<file path="config.mk">
export PLATFORM = sky130hd
export DESIGN_NAME = exposure_gain_status_regs
export DESIGN_NICKNAME = d
export VERILOG_FILES = /design/src/design/exposure_gain_status_regs.v
export VERILOG_INCLUDE_DIRS = /design/src /design/src/design
export SDC_FILE = /design/constraint.sdc
export NUM_CORES = 1
export LEC_CHECK = 0
export BUFFER_PORTS_ARGS = -buffer_cell sky130_fd_sc_hd__buf_4
export CAP_MARGIN = 20
export CORE_MARGIN = 2
export CORE_UTILIZATION = 40
export DETAILED_ROUTE_END_ITERATION = 16
export GPL_TIMING_DRIVEN = 0
export PLACE_DENSITY = 0.66
export RECOVER_POWER = 50
export SYNTH_ARGS = -nofsm -noshare
export SYNTH_HDL_FRONTEND = slang
export SYNTH_SLANG_ARGS = --single-unit
</file>
<file path="constraint.sdc">
create_clock -name sys_clk -period 3.5 [get_ports sys_clk]
set_input_delay 0.7 -clock sys_clk [delete_from_list [all_inputs] [get_ports sys_clk]]
set_output_delay 0.7 -clock sys_clk [all_outputs]
set_load 0.01 [all_outputs]
</file>
<file path="src/design/exposure_gain_status_regs_consts.vh">
// constants for the second exposure/frame-rate context and sequencer status bank
// assumes 9-bit word addresses on the serial configuration port and 16-bit registers
`ifndef EXPOSURE_GAIN_STATUS_REGS_CONSTS_VH
`define EXPOSURE_GAIN_STATUS_REGS_CONSTS_VH

// register word addresses
`define ADDR_FRAME_OR_RESET_PERIOD_CTX2 9'h0E7
`define ADDR_INTEGRATION_TIME_CTX2      9'h0E8
`define ADDR_SPARE_E9                   9'h0E9
`define ADDR_SPARE_EA                   9'h0EA
`define ADDR_ANALOG_GAIN_CTX2           9'h0EB
`define ADDR_POST_ADC_GAIN_CTX2         9'h0EC
`define ADDR_SPARE_ED                   9'h0ED
`define ADDR_SPARE_EE                   9'h0EE
`define ADDR_SPARE_EF                   9'h0EF
`define ADDR_COLUMN_COUNT_STATUS        9'h0F0
`define ADDR_ROW_COUNT_STATUS           9'h0F1
`define ADDR_TIME_UNIT_STATUS           9'h0F2
`define ADDR_RESET_PERIOD_STATUS        9'h0F3
`define ADDR_INTEGRATION_TIME_STATUS    9'h0F4
`define ADDR_INTEGRATION_TIME_B_STATUS  9'h0F5
`define ADDR_INTEGRATION_TIME_C_STATUS  9'h0F6
`define ADDR_ANALOG_GAIN_STATUS         9'h0F7

// reset values
`define RST_FRAME_OR_RESET_PERIOD_CTX2  16'h0000
`define RST_INTEGRATION_TIME_CTX2       16'h0000
`define RST_SPARE_E9                    16'h0000
`define RST_SPARE_EA                    16'h0000
`define RST_ANALOG_GAIN_CTX2            16'h01E3
`define RST_POST_ADC_GAIN_CTX2          16'h0080
`define RST_SPARE_ED                    16'h0000
`define RST_SPARE_EE                    16'hFFFF
`define RST_SPARE_EF                    16'h0000
`define RST_STATUS                      16'h0000
`define VAL_COLUMN_COUNT                16'h0050
`define VAL_ROW_COUNT                   16'h1400

// field positions
`define COL_GAIN_MSB                    4
`define COL_GAIN_LSB                    0
`define FE_GAIN_MSB                     12
`define FE_GAIN_LSB                     5
`define POST_ADC_GAIN_MSB               11

// period select encoding
`define PERIOD_IS_RESET                 1'b0
`define PERIOD_IS_FRAME                 1'b1

// serial frame layout: 9 address bits, 1 write bit, 16 data bits
`define SER_ADDR_LAST                   5'h08
`define SER_RW_BIT                      5'h09
`define SER_LAST_BIT                    5'h19

`endif

</file>
<file path="src/design/exposure_gain_status_regs.v">
// second exposure/frame-rate context, gain context and sequencer status words,
// reached over the serial configuration port, with the unit-based period timers.
// assumes sys_clk is the internal pll clock and sequencer inputs share that clock.
//
// Notes on behaviour
// - period field: reset when mode 0, frame when 1
// - period counted in time units, not cycles
// - integration time field, time units, resets zero
// - one time unit equals multiplier pll cycles
// - time unit status valid only master global shutter
// - reset period status frozen in slave mode
// - three integration status words frozen in slave
`timescale 1ns/10ps
`default_nettype none
`include "exposure_gain_status_regs_consts.vh"

module exposure_gain_status_regs (
  // clock and reset
  input  wire        sys_clk,
  input  wire        rst_n,
  // serial configuration port pins
  input  wire        spi_sck,
  input  wire        spi_ss_n,
  input  wire        spi_mosi,
  output wire        spi_miso,
  output wire        spi_miso_oe,
  // sequencer mode inputs
  input  wire        period_select_mode,
  input  wire [15:0] time_unit_mult,
  input  wire        master_mode,
  input  wire        global_shutter,
  input  wire        slave_mode,
  // sequencer timer starts
  input  wire        period_start,
  input  wire        integration_start,
  // sequencer current values
  input  wire [15:0] seq_reset_period,
  input  wire [15:0] seq_integration_time,
  input  wire [15:0] seq_integration_time_b,
  input  wire [15:0] seq_integration_time_c,
  input  wire [12:0] seq_analog_gain,
  // context settings
  output wire [15:0] frame_or_reset_period_ctx2,
  output wire [15:0] integration_time_ctx2,
  output wire [4:0]  column_amp_gain_ctx2,
  output wire [7:0]  frontend_amp_gain_ctx2,
  output wire [11:0] post_adc_gain_ctx2,
  // timer results
  output wire        period_busy,
  output wire        reset_period_end,
  output wire        frame_period_end,
  output wire        integration_busy,
  output wire        integration_end
);

  // serial port states
  localparam [1:0] ST_IDLE = 2'b00;
  localparam [1:0] ST_HEAD = 2'b01;
  localparam [1:0] ST_DATA = 2'b10;

  // context and spare registers
  reg  [15:0] frp_ctx2_r;
  reg  [15:0] int_ctx2_r;
  reg  [15:0] gain_ctx2_r;
  reg  [15:0] post_gain_ctx2_r;
  reg  [15:0] spare_e9_r;
  reg  [15:0] spare_ea_r;
  reg  [15:0] spare_ed_r;
  reg  [15:0] spare_ee_r;
  reg  [15:0] spare_ef_r;
  // status words
  reg  [15:0] tu_stat_r;
  reg  [15:0] rp_stat_r;
  reg  [15:0] it_stat_r;
  reg  [15:0] itb_stat_r;
  reg  [15:0] itc_stat_r;
  reg  [12:0] gain_stat_r;
  // serial port state
  reg         sck_s1_r;
  reg         sck_s2_r;
  reg         sck_s3_r;
  reg         ss_s1_r;
  reg         ss_s2_r;
  reg         mosi_s1_r;
  reg         mosi_s2_r;
  reg  [1:0]  state_r;
  reg  [4:0]  bit_cnt_r;
  reg  [15:0] rx_r;
  reg  [15:0] tx_r;
  reg  [8:0]  addr_r;
  reg         wr_r;
  reg         miso_r;
  // timer plumbing
  reg         period_mode_r;
  wire [15:0] mult_eff;
  wire [1:0]  tmr_start;
  wire [31:0] tmr_len;
  wire [1:0]  tmr_busy;
  wire [1:0]  tmr_done;
  wire        sck_rise;
  wire        sck_fall;
  wire        frame_end;

  // read decode, used only by the read load into tx_r
  function [15:0] read_word;
    input [8:0] a;
    begin
      case (a)
        `ADDR_FRAME_OR_RESET_PERIOD_CTX2: read_word = frp_ctx2_r;
        `ADDR_INTEGRATION_TIME_CTX2:      read_word = int_ctx2_r;
        `ADDR_SPARE_E9:                   read_word = spare_e9_r;
        `ADDR_SPARE_EA:                   read_word = spare_ea_r;
        `ADDR_ANALOG_GAIN_CTX2:           read_word = gain_ctx2_r;
        `ADDR_POST_ADC_GAIN_CTX2:         read_word = post_gain_ctx2_r;
        `ADDR_SPARE_ED:                   read_word = spare_ed_r;
        `ADDR_SPARE_EE:                   read_word = spare_ee_r;
        `ADDR_SPARE_EF:                   read_word = spare_ef_r;
        `ADDR_COLUMN_COUNT_STATUS:        read_word = `VAL_COLUMN_COUNT;
        `ADDR_ROW_COUNT_STATUS:           read_word = `VAL_ROW_COUNT;
        `ADDR_TIME_UNIT_STATUS:           read_word = tu_stat_r;
        `ADDR_RESET_PERIOD_STATUS:        read_word = rp_stat_r;
        `ADDR_INTEGRATION_TIME_STATUS:    read_word = it_stat_r;
        `ADDR_INTEGRATION_TIME_B_STATUS:  read_word = itb_stat_r;
        `ADDR_INTEGRATION_TIME_C_STATUS:  read_word = itc_stat_r;
        `ADDR_ANALOG_GAIN_STATUS:         read_word = {3'h0, gain_stat_r};
        default:                          read_word = 16'h0000;
      endcase
    end
  endfunction

  // pin synchronisers, two flops before any logic
  always @(posedge sys_clk) begin
    if (!rst_n) begin
      sck_s1_r  <= 1'b0;
      sck_s2_r  <= 1'b0;
      sck_s3_r  <= 1'b0;
      ss_s1_r   <= 1'b1;
      ss_s2_r   <= 1'b1;
      mosi_s1_r <= 1'b0;
      mosi_s2_r <= 1'b0;
    end else begin
      sck_s1_r  <= spi_sck;
      sck_s2_r  <= sck_s1_r;
      sck_s3_r  <= sck_s2_r;
      ss_s1_r   <= spi_ss_n;
      ss_s2_r   <= ss_s1_r;
      mosi_s1_r <= spi_mosi;
      mosi_s2_r <= mosi_s1_r;
    end
  end

  assign sck_rise  = sck_s2_r & ~sck_s3_r;
  assign sck_fall  = ~sck_s2_r & sck_s3_r;
  assign frame_end = sck_rise & (state_r == ST_DATA) & (bit_cnt_r == `SER_LAST_BIT);

  // serial frame: address, write flag, then 16 data bits, msb first
  always @(posedge sys_clk) begin
    if (!rst_n) begin
      state_r   <= ST_IDLE;
      bit_cnt_r <= 5'h00;
      rx_r      <= 16'h0000;
      tx_r      <= 16'h0000;
      addr_r    <= 9'h000;
      wr_r      <= 1'b0;
      miso_r    <= 1'b0;
    end else if (ss_s2_r) begin
      state_r   <= ST_IDLE;
      bit_cnt_r <= 5'h00;
      miso_r    <= 1'b0;
    end else begin
      case (state_r)
        ST_IDLE: begin
          state_r   <= ST_HEAD;
          bit_cnt_r <= 5'h00;
        end
        ST_HEAD: begin
          if (sck_rise) begin
            bit_cnt_r <= bit_cnt_r + 5'h01;
            if (bit_cnt_r <= `SER_ADDR_LAST) begin
              addr_r <= {addr_r[7:0], mosi_s2_r};
            end else begin
              wr_r    <= mosi_s2_r;
              tx_r    <= read_word(addr_r);
              state_r <= ST_DATA;
            end
          end
        end
        ST_DATA: begin
          if (sck_fall) begin
            miso_r <= tx_r[15];
            tx_r   <= {tx_r[14:0], 1'b0};
          end
          if (sck_rise) begin
            rx_r <= {rx_r[14:0], mosi_s2_r};
            if (bit_cnt_r == `SER_LAST_BIT) begin
              state_r <= ST_IDLE;
            end else begin
              bit_cnt_r <= bit_cnt_r + 5'h01;
            end
          end
        end
        default: begin
          state_r <= ST_IDLE;
        end
      endcase
    end
  end

  assign spi_miso    = miso_r;
  assign spi_miso_oe = ~ss_s2_r & (state_r == ST_DATA) & ~wr_r;

  // register writes, committed on the last data bit
  always @(posedge sys_clk) begin
    if (!rst_n) begin
      frp_ctx2_r       <= `RST_FRAME_OR_RESET_PERIOD_CTX2;
      int_ctx2_r       <= `RST_INTEGRATION_TIME_CTX2;
      gain_ctx2_r      <= `RST_ANALOG_GAIN_CTX2;
      post_gain_ctx2_r <= `RST_POST_ADC_GAIN_CTX2;
      spare_e9_r       <= `RST_SPARE_E9;
      spare_ea_r       <= `RST_SPARE_EA;
      spare_ed_r       <= `RST_SPARE_ED;
      spare_ee_r       <= `RST_SPARE_EE;
      spare_ef_r       <= `RST_SPARE_EF;
    end else if (frame_end && wr_r) begin
      case (addr_r)
        `ADDR_FRAME_OR_RESET_PERIOD_CTX2: frp_ctx2_r <= {rx_r[14:0], mosi_s2_r};
        `ADDR_INTEGRATION_TIME_CTX2:      int_ctx2_r <= {rx_r[14:0], mosi_s2_r};
        `ADDR_SPARE_E9:                   spare_e9_r <= {rx_r[14:0], mosi_s2_r};
        `ADDR_SPARE_EA:                   spare_ea_r <= {rx_r[14:0], mosi_s2_r};
        `ADDR_ANALOG_GAIN_CTX2:           gain_ctx2_r <= {rx_r[14:0], mosi_s2_r};
        `ADDR_POST_ADC_GAIN_CTX2:         post_gain_ctx2_r <= {rx_r[14:0], mosi_s2_r};
        `ADDR_SPARE_ED:                   spare_ed_r <= {rx_r[14:0], mosi_s2_r};
        `ADDR_SPARE_EE:                   spare_ee_r <= {rx_r[14:0], mosi_s2_r};
        `ADDR_SPARE_EF:                   spare_ef_r <= {rx_r[14:0], mosi_s2_r};
        default: begin
        end
      endcase
    end
  end

  // status capture from the sequencer
  always @(posedge sys_clk) begin
    if (!rst_n) begin
      tu_stat_r   <= `RST_STATUS;
      rp_stat_r   <= `RST_STATUS;
      it_stat_r   <= `RST_STATUS;
      itb_stat_r  <= `RST_STATUS;
      itc_stat_r  <= `RST_STATUS;
      gain_stat_r <= 13'h0000;
    end else begin
      if (master_mode && global_shutter) begin
        tu_stat_r <= time_unit_mult;
      end
      if (!slave_mode) begin
        rp_stat_r  <= seq_reset_period;
        it_stat_r  <= seq_integration_time;
        itb_stat_r <= seq_integration_time_b;
        itc_stat_r <= seq_integration_time_c;
      end
      gain_stat_r <= seq_analog_gain;
    end
  end

  // context fields to the sequencer
  assign frame_or_reset_period_ctx2 = frp_ctx2_r;
  assign integration_time_ctx2      = int_ctx2_r;
  assign column_amp_gain_ctx2       = gain_ctx2_r[`COL_GAIN_MSB:`COL_GAIN_LSB];
  assign frontend_amp_gain_ctx2     = gain_ctx2_r[`FE_GAIN_MSB:`FE_GAIN_LSB];
  assign post_adc_gain_ctx2         = post_gain_ctx2_r[`POST_ADC_GAIN_MSB:0];

  // zero multiplier treated as one unit per cycle
  assign mult_eff  = (time_unit_mult == 16'h0000) ? 16'h0001 : time_unit_mult;
  assign tmr_start = {integration_start, period_start};
  assign tmr_len   = {int_ctx2_r, frp_ctx2_r};

  // period meaning latched at start
  always @(posedge sys_clk) begin
    if (!rst_n) begin
      period_mode_r <= `PERIOD_IS_RESET;
    end else if (period_start) begin
      period_mode_r <= period_select_mode;
    end
  end

  // unit-based timers: index 0 the period, index 1 the integration time
  genvar g;
  generate
    for (g = 0; g < 2; g = g + 1) begin : tmr
      reg  [15:0] unit_cnt_r;
      reg  [15:0] cnt_r;
      reg         busy_r;
      reg         done_r;
      wire [15:0] len;
      wire        unit_tick;
      assign len       = tmr_len[16*g+15:16*g];
      assign unit_tick = (unit_cnt_r + 16'h0001) >= mult_eff;
      always @(posedge sys_clk) begin
        if (!rst_n) begin
          unit_cnt_r <= 16'h0000;
          cnt_r      <= 16'h0000;
          busy_r     <= 1'b0;
          done_r     <= 1'b0;
        end else begin
          done_r <= 1'b0;
          if (tmr_start[g]) begin
            unit_cnt_r <= 16'h0000;
            cnt_r      <= 16'h0000;
            busy_r     <= (len != 16'h0000);
            done_r     <= (len == 16'h0000);
          end else if (busy_r) begin
            if (unit_tick) begin
              unit_cnt_r <= 16'h0000;
              cnt_r      <= cnt_r + 16'h0001;
              if ((cnt_r + 16'h0001) == len) begin
                busy_r <= 1'b0;
                done_r <= 1'b1;
              end
            end else begin
              unit_cnt_r <= unit_cnt_r + 16'h0001;
            end
          end
        end
      end
      assign tmr_busy[g] = busy_r;
      assign tmr_done[g] = done_r;
    end
  endgenerate

  assign reset_period_end = tmr_done[0] & (period_mode_r == `PERIOD_IS_RESET);
  assign frame_period_end = tmr_done[0] & (period_mode_r == `PERIOD_IS_FRAME);
  assign period_busy      = tmr_busy[0];
  assign integration_busy = tmr_busy[1];
  assign integration_end  = tmr_done[1];

endmodule // exposure_gain_status_regs

`default_nettype wire

</file>
Word level (Yosys, flattened, before mapping)
Index checks and enable logic that the tools add are counted.

word-level totals
  bits in writable memories = 0
  latch bits = 0
  output and inout port bits = 64
  bits in read-only memories = 0
  bits in registers = 362
  memories kept = 0
  logic and storage cells = 153

operators by class
  reductions and logical operators = 31
  multiplexer cells = 33
  shift operators = 0
  div/mod/pow operators = 0
  $mul = 0
  bitwise operators = 15
  order comparisons = 3
  $add $sub $neg = 5
  equal/unequal tests = 28

operators by type and width
  kind                   number
  $pmux 16 s17           1
  $eq 9x8->1 const B     17
  $mux 16                6
  $add 16x1->16 const B  4
  $logic_not 16->1       3
  $eq 16x16->1           2
  $ge 16x16->1           2
  $pmux 16 s2            1
  $reduce_bool 16->1     2
  $reduce_and 2->1       12
  $mux 1                 16
  $reduce_and 4->1       4
  $mux 5                 3
  $pmux 5 s3             1
  $ne 2x2->1 const B     5
  $and 1x1->1            8
  $mux 2                 4
  $not 1->1              7
  $pmux 2 s3             1
  $reduce_or 2->1        3
  $add 5x1->5 const B    1
  $eq 5x5->1 const B     1
  $le 5x4->1 const B     1
  $reduce_and 5->1       1
  other kinds (8)        9

Logic depth before layout (Yosys ltp)
Gate-level depths: netlist of run 1.

  depth after elaboration = 6
  gate-level depth with buffers = 16
  depth with buffers taken out = 14

Worst setup path before layout of run 1
OpenSTA, ideal clock, no wires.

  path kind = reg-to-reg
  from = register tmr[1].unit_cnt_r[0]
  to = register tmr[1].unit_cnt_r[3]
  buffers on the path = 1
  setup slack = 0.346 ns
  cell stages (with the launch flop) = 15
  data arrival time = 3.095 ns
  setup time = 0.059 ns
  path through = dfxtp_1 ha_1 nand3_1 nor2_1 nand2_1 xnor2_1 ha_1 a21o_1 a21o_1 a2111oi_4 o221ai_4 nor3_4 and2_1 buf_6 a22o_1

on the way
  word-level cells in the longest chain between the ends = 3

ends and longest elaborated chain
  element                   line                                                              RTL
  start: declaration        exposure_gain_status_regs.v:289                                   reg [15:0] unit_cnt_r;
  start signal: assignment  exposure_gain_status_regs.v:319                                   unit_cnt_r <= unit_cnt_r + 16'h0001;
  $add 16x1->16 *           exposure_gain_status_regs.v:296, exposure_gain_status_regs.v:319
  $ge 16x16->1              exposure_gain_status_regs.v:296                                   assign unit_tick = (unit_cnt_r + 16'h0001) >= mult_eff;
  $mux 16 *                 exposure_gain_status_regs.v:311                                   if (unit_tick) begin

Mark *: on every way between the ends. The rest lies on a longest branch, timed or not.
A chain may end at the register's enable or synchronous reset.

Final worst setup path of run 1
  from = register addr_r[0]
  to = register gain_ctx2_r[6]

on the way
  word-level cells in the longest chain between the ends = 2

ends and longest elaborated chain
  element                     line                             RTL
  start: declaration          exposure_gain_status_regs.v:90   reg [8:0] addr_r;
  start signal: assignment    exposure_gain_status_regs.v:180  addr_r <= {addr_r[7:0], mosi_s2_r};
  $eq 9x8->1                  exposure_gain_status_regs.v:225  case (addr_r)
  $reduce_and 2->1 (no line)  -
  end signal: assignment      exposure_gain_status_regs.v:217  gain_ctx2_r <= `RST_ANALOG_GAIN_CTX2;
  end signal: assignment      exposure_gain_status_regs.v:230  `ADDR_ANALOG_GAIN_CTX2: gain_ctx2_r <= {rx_r[14:0], mosi_s2_r};
  end: declaration            exposure_gain_status_regs.v:64   reg [15:0] gain_ctx2_r;

No other way between the ends.

==> metrics, run 1 <==
max-cap violations 0; Sw Ratio 0.227; Tcrit/Tclk final 1.01; number of CTS-inserted buffers 41; Std-Cell Rows 78; first-pass GRT wire length roughly 110 mm; Design Area, Final roughly 22000 µm²; largest net degree at the start of global routing 14; share of cells above drive strength 1 0.146; worst IR drop on VDD between 0.0003 and 0.0004 V; synthesis-to-layout area growth 19.3%; CORE AREA ~45000 µm²; DRC errors left 0; Crit Path Class register to register; root buf cell clkbuf_16; Worst path slowest cell nor3_1; worst slew pin tran ~1.2 ns; gp weighted congestion 0.980; Ports 168; sequential area share after synthesis 0.395; Comb pwr share 0.046; 1st-iter DRT viols ~2100; Buffers on Ports approximately 170; crit start category register; commonest non-fill, non-tap cell in the layout nand2_1; YS warnings 0; clock tree from TritonCTS built; dpl cell area 20300 µm²; DRT Pass-1 Iters 8; Final Skew approximately 0.018 ns; final WL about 72 mm; P per Cell Area 433 nW/µm²; CP endpoint kind register; Final setup viols 10; Post-synth EDFFs 0; vias in the first global route roughly 17000; Mapped Nets about 2400; Synth Cell Area 18300 µm²; die area around 48000 µm²; CP Data Required Time a little under 4 ns; Final Max Slew Viols 0; final hold vios 0; commonest non-fill, non-tap cells in the layout nand2_1 (424), dfxtp_1 (348), a21oi_1 (204); register bit total from synthesis about 360; worst skew pair latency 0.57 ns; chip height ~220 µm; status finished, violations left; post-route ant nets 0; total global routing overflow 0; Final WS setup -0.0410 ns; Initial Util 0.405; Clock power frac 0.507; vias post-DR about 18000; CTS Buffer Depth 3; P_int about 7300 µW; worst min path class primary input to register; H-Tree Depth 2; syn avg cell area approximately 8.2 µm²; min cycle time layout between 3 and 4 ns; clock sink count 362; Highest Clock Rate ~280 MHz; net switching power ~2200 µW; initial antenna violation count 4; Synth Flop Type dfxtp_1; worst-path maximum fanout 10; hold buffer count at CTS 0; worst rel slew slack 0.161; post-synth cell types between 80 and 90; Lkg Pwr roughly 0.0082 µW; vias per cell 5.82; GRT Total Usage 0.295; Async SR Flop Fraction 0; Tot Pwr between 9000 and 10000 µW; CP cell instances buf_2 -> buf_2 -> nand2_1 -> nor3_1 -> nand2_1 -> buf_2 -> nand2_1 -> nand3_1; Die X approximately 220 µm; sequential share of power 0.447; Syn Inst Count about 2200; crit path DAT 3.96 ns; critical path's largest stage delay between 1 and 1.5 ns; violated checks setup timing; dpl hpwl about 53 mm; per-cell routed wire length between 20 and 25 µm; fin nets 2607; CTS clk-pin slew, worst paths 0.06 ns
[layout make-up]
cell class,instances,area [µm²]
diodes,2,5.00
repair buffers,174,1160
clock buffers,59,1230
flip-flops and latches,362,7270
multi-input cells,1662,10200
inverters,34,128
plain buffers,187,880
well taps,600,751
clock inverters,17,270
fillers,4470,23400
[power by group through the flow]
stage	Combinational [µW]	Sequential [µW]	Clock (µW)
3_3_place_gp	421	4330	0
5_1_grt	470	4240	5030
2_1_floorplan	225	4300	0
6_report	435	4240	4810
4_1_cts	435	4240	4850
3_5_place_dp	430	4330	0
[metal layers]
layer,up-vias,wire length (µm),global-route usage
li1,8303,-,-
met1,8611,29400,0.383
met2,933,32000,0.461
met3,191,7610,0.0827
met4,2,3020,0.119
met5,-,10,0
[state kept, by name (all words and copies together) (netlist names), 2 cells and up]
signal,flops
tx_r,16
rx_r,15
rp_stat_r,16
spare_ea_r,16
itb_stat_r,16
state_r,2
bit_cnt_r,5
spare_ef_r,16
frame_or_reset_period_ctx2,16
tmr.cnt_r,32
spare_ee_r,16
tu_stat_r,16
spare_ed_r,16
it_stat_r,16
itc_stat_r,16
integration_time_ctx2,16
post_gain_ctx2_r,16
spare_e9_r,16
tmr.unit_cnt_r,32
gain_ctx2_r,16
addr_r,9
gain_stat_r,13
[through the flow]
stage               std cells  setup slack [ns]  hold slack, ns  utilization  TNS (ns)
finish                   3097           -0.0410           0.321        0.483    -0.325
detailed placement       3012            -0.410           0.408        0.449    -15.17
CTS                      3091            0.0273           0.314        0.484         0
global route             3095          -0.00537           0.335        0.483  -0.00783
global placement         3011            -0.343           0.405        0.449    -11.02
floorplan                2246             0.346           0.386            -         0
[synth_stat cells, types with 14 or more instances]
cell,instances,area (µm²)
o21ai_0,65,325
a31oi_1,16,100
nor4_1,15,93.8
o22ai_1,14,87.6
and2_1,34,213
inv_1,32,120
nor3_1,29,145
buf_4,32,240
xnor2_1,53,464
mux2_2,20,225
dfxtp_1,362,7250
o211ai_1,15,113
a22oi_1,31,233
and3_1,26,163
clkbuf_1,105,394
ha_1,41,513
mux2i_1,115,1150
a22o_1,24,210
nand2_1,424,1590
nand3_1,95,475
nand4_1,19,119
buf_2,40,200
nand2b_1,30,188
a21oi_1,204,1020
nor2_1,164,616
xor2_1,33,289
[final timing paths]
check	start	to	slack, ns	cells past startpoint
worst min-delay path	spi_ss_n	ss_s1_r	0.32	2
worst min register to register	ss_s1_r	ss_s2_r	0.44	1
worst max-delay path	addr_r[0]	gain_ctx2_r[6]	-0.04	8
worst max register to register	addr_r[0]	gain_ctx2_r[6]	-0.04	8
[worst max-delay path, delay by kind of cell (launching register included)]
family,cells,cell delay (ns)
AND/OR/NAND/NOR,5,2.14
buffers and inverters,3,0.93
flip-flops,1,0.31
[logic make-up after synthesis]
family / Yosys count / share of synthesized area
adder cells (fa/ha/maj): 42 / 0.0286
XOR/XNOR: 86 / 0.0411
multiplexers: 136 / 0.0763
AND/OR/NAND/NOR: 921 / 0.237
AO/OA/AOI/OAI: 477 / 0.166
flip-flops: 362 / 0.395
buffers and inverters: 222 / 0.0551
[timing repair]
item,CTS,global route
resized for setup,19,37
setup buffers,4,3
setup endpoints to repair,65,65
pin swaps,2,4
Note: power is estimated with default switching activity, not from simulation.
==> run 2: changes to the inputs <==
--- a/config.mk
+++ b/config.mk
@@ -6,13 +6,13 @@
 export SDC_FILE = /design/constraint.sdc
 export NUM_CORES = 1
 export LEC_CHECK = 0
-export BUFFER_PORTS_ARGS = -buffer_cell sky130_fd_sc_hd__buf_4
 export CAP_MARGIN = 20
 export CORE_MARGIN = 2
 export CORE_UTILIZATION = 40
 export DETAILED_ROUTE_END_ITERATION = 16
+export DONT_BUFFER_PORTS = 1
 export GPL_TIMING_DRIVEN = 0
-export PLACE_DENSITY = 0.66
+export PLACE_DENSITY = 0.63
 export RECOVER_POWER = 50
 export SYNTH_ARGS = -nofsm -noshare
 export SYNTH_HDL_FRONTEND = slang
==> run 2 against run 1 <==
The flow now finishes without violations. Sequential cell count unchanged. Sequential power about the same. Sequential share of layout area up 1.9 points. Cell area down 5.5%. Global-route usage up 0.27 points. Via count down 3.1%. Final cell count down 5.5%. Largest cell class unchanged.
==> metrics, run 2 (synthesis results as in run 1) <==
crit start category register (unchanged); CORE AREA 45300 µm² (unchanged); vias post-DR 17500 (was 18000); CP Data Required Time 3.92 ns (about the same); CTS clk-pin slew, worst paths 0.06 ns (about the same); P_int 7320 µW (was 7330 µW); worst IR drop on VDD 0.000440 V (was 0.000309 V); status finished, final reports clean (was finished, violations left); clock sink count 362 (unchanged); Highest Clock Rate 293 MHz (was 282 MHz); Core Util, Final 0.457 (was 0.483); initial antenna violation count 3 (was 4); gp weighted congestion 0.991 (was 0.980); fin nets 2440 (was 2607); largest net degree at the start of global routing 13 (was 14); crit path DAT 3.84 ns (was 3.96 ns); Final setup viols 0 (was 10); commonest non-fill, non-tap cells in the layout nand2_1 (422), dfxtp_1 (352), a21oi_1 (204) (was nand2_1 (424), dfxtp_1 (348), a21oi_1 (204)); post-route ant nets 0 (unchanged); final hold vios 0 (unchanged); Hold Crit Depth 1 (was 2); Final Max Slew Viols 0 (unchanged); Std-Cell Rows 78 (unchanged); clock tree from TritonCTS built (unchanged); worst-path maximum fanout 10 (unchanged); Tcrit/Tclk final 0.975 (was 1.01); flop-to-flop setup slack 0.09 ns (was -0.04 ns); Worst Setup EP gain_ctx2_r[0] (was gain_ctx2_r[6]); Regs by FF count tmr.cnt_r (32), tmr.unit_cnt_r (32) (unchanged); sequential share of power 0.448 (was 0.447); chip height 218 µm (unchanged); number of CTS-inserted buffers 43 (was 41); Setup TNS 0 ns (was -0.325 ns); Buffers on Ports 0 (was 165); Lkg Pwr 0.00747 µW (was 0.00822 µW); min cycle time layout 3.41 ns (was 3.54 ns); final WL 71.8 mm (was 72.0 mm); Final Skew 0.0236 ns (was 0.0178 ns); total global routing overflow 0 (unchanged); Crit Path Class register to register (unchanged); Die X 218 µm (unchanged); hold buffer count at CTS 0 (unchanged); Worst R2R Path Depth 8 (unchanged); vias per cell 5.97 (was 5.82); share of cells above drive strength 1 0.0881 (was 0.146); 1st-iter DRT viols 2108 (was 2085); worst min path class primary input to register (unchanged); per-cell routed wire length 24.5 µm (was 23.2 µm); DRT Pass-1 Iters 9 (was 8); DRC errors left 0 (unchanged); worst skew pair latency 0.59 ns (was 0.57 ns); root buf cell clkbuf_16 (unchanged); Initial Util 0.405 (unchanged); P per Cell Area 458 nW/µm² (was 433 nW/µm²); worst slew pin tran 1.24 ns (was 1.25 ns); Ports 168 (unchanged); CTS Buffer Depth 3 (unchanged); CP endpoint kind register (unchanged); crit path launch addr_r[0] (unchanged); Comb pwr share 0.035 (was 0.046); commonest non-fill, non-tap cell in the layout nand2_1 (unchanged); worst rel slew slack 0.173 (was 0.161); Clock power frac 0.518 (was 0.507); dpl hpwl 53.0 mm (was 53.3 mm); H-Tree Depth 2 (unchanged); max-cap violations 0 (unchanged); synthesis-to-layout area growth 12.8% (was 19.3%); r2r endpoint gain_ctx2_r[0] (was gain_ctx2_r[6]); Sw Ratio 0.227 (about the same); worst r2r src addr_r[0] (unchanged); GRT Total Usage 0.298 (was 0.295); vias in the first global route 16400 (was 17000); final hold slack 0.230 ns (was 0.321 ns); die area 47600 µm² (unchanged); first-pass GRT wire length 106 mm (was 105 mm); dpl cell area 19100 µm² (was 20300 µm²); net switching power 2150 µW (about the same); Design Area, Final 20700 µm² (was 21900 µm²)
==> run 2: changes by cell type in the layout (fill, tap and decap cells not counted), sizes merged <==
| cell | previous run | this run |
|---|---|---|
| buf | 194 | 61 |
| clkinv | 7 | 6 |
| bufinv | 7 | 6 |
| inv | 36 | 35 |
| clkinvlp | 1 | 3 |
| clkbuf | 226 | 192 |
| diode | 2 | 1 |
==> run 2: repair_timing <==
action,4_1_cts,5_1_grt
endpoints found under the setup margin,65,66
pin swaps,2,3
resized for setup,22,27
buffers inserted,4,1
==> run 2: cell type report <==
cell class / count / area, µm²
inverter: 34 / 128
sequential: 362 / 7270
multi-input combinational: 1662 / 10200
antenna: 1 / 2.50
clock buffer: 61 / 1300
clock inverter: 16 / 245
buffer: 187 / 798
fill: 4506 / 24600
tap: 600 / 751
timing repair buffer: 5 / 37.5
==> run 2: per-layer routing <==
metal | global-route usage | part of all wire
met3 | 0.0795 | 0.10
met4 | 0.121 | 0.043
met2 | 0.466 | 0.44
met5 | 0 | 0.00032
met1 | 0.389 | 0.41
==> run 2: per-stage QoR <==
stage,power [µW],setup slack (ns),instances
6_report,9460,0.0858,2928
5_1_grt,9720,-0.00499,2928
4_1_cts,9510,0.00254,2926
3_5_place_dp,4650,-0.434,2846
3_3_place_gp,4640,-0.322,2846
2_1_floorplan,4530,0.346,2246
==> run 2: worst max-delay path, cell delays in order, from the launching register on <==
cell,delay (ns)
dfxtp_1,0.31
buf_2,0.18
buf_2,0.33
nand2_1,0.34
nor3_1,0.95
nand2_1,0.54
buf_2,0.38
nand2_1,0.12
nand3_1,0.09
==> run 2: power by group through the flow <==
| stage | Clock (µW) | Sequential (µW) | Combinational (µW) |
|---|---|---|---|
| 2_1_floorplan | 0 | 4300 | 225 |
| 3_3_place_gp | 0 | 4330 | 311 |
| 3_5_place_dp | 0 | 4330 | 320 |
| 4_1_cts | 4950 | 4240 | 325 |
| 5_1_grt | 5120 | 4240 | 359 |
| 6_report | 4900 | 4240 | 328 |
==> run 2: worst min path at each step <==
stage               startpoint  endpoint  slack, ns
floorplan              ss_s1_r   ss_s2_r       0.39
global placement       ss_s1_r   ss_s2_r       0.41
detailed placement     ss_s1_r   ss_s2_r       0.41
CTS                   spi_ss_n   ss_s1_r       0.21
global route          spi_ss_n   ss_s1_r       0.24
finish                spi_ss_n   ss_s1_r       0.23
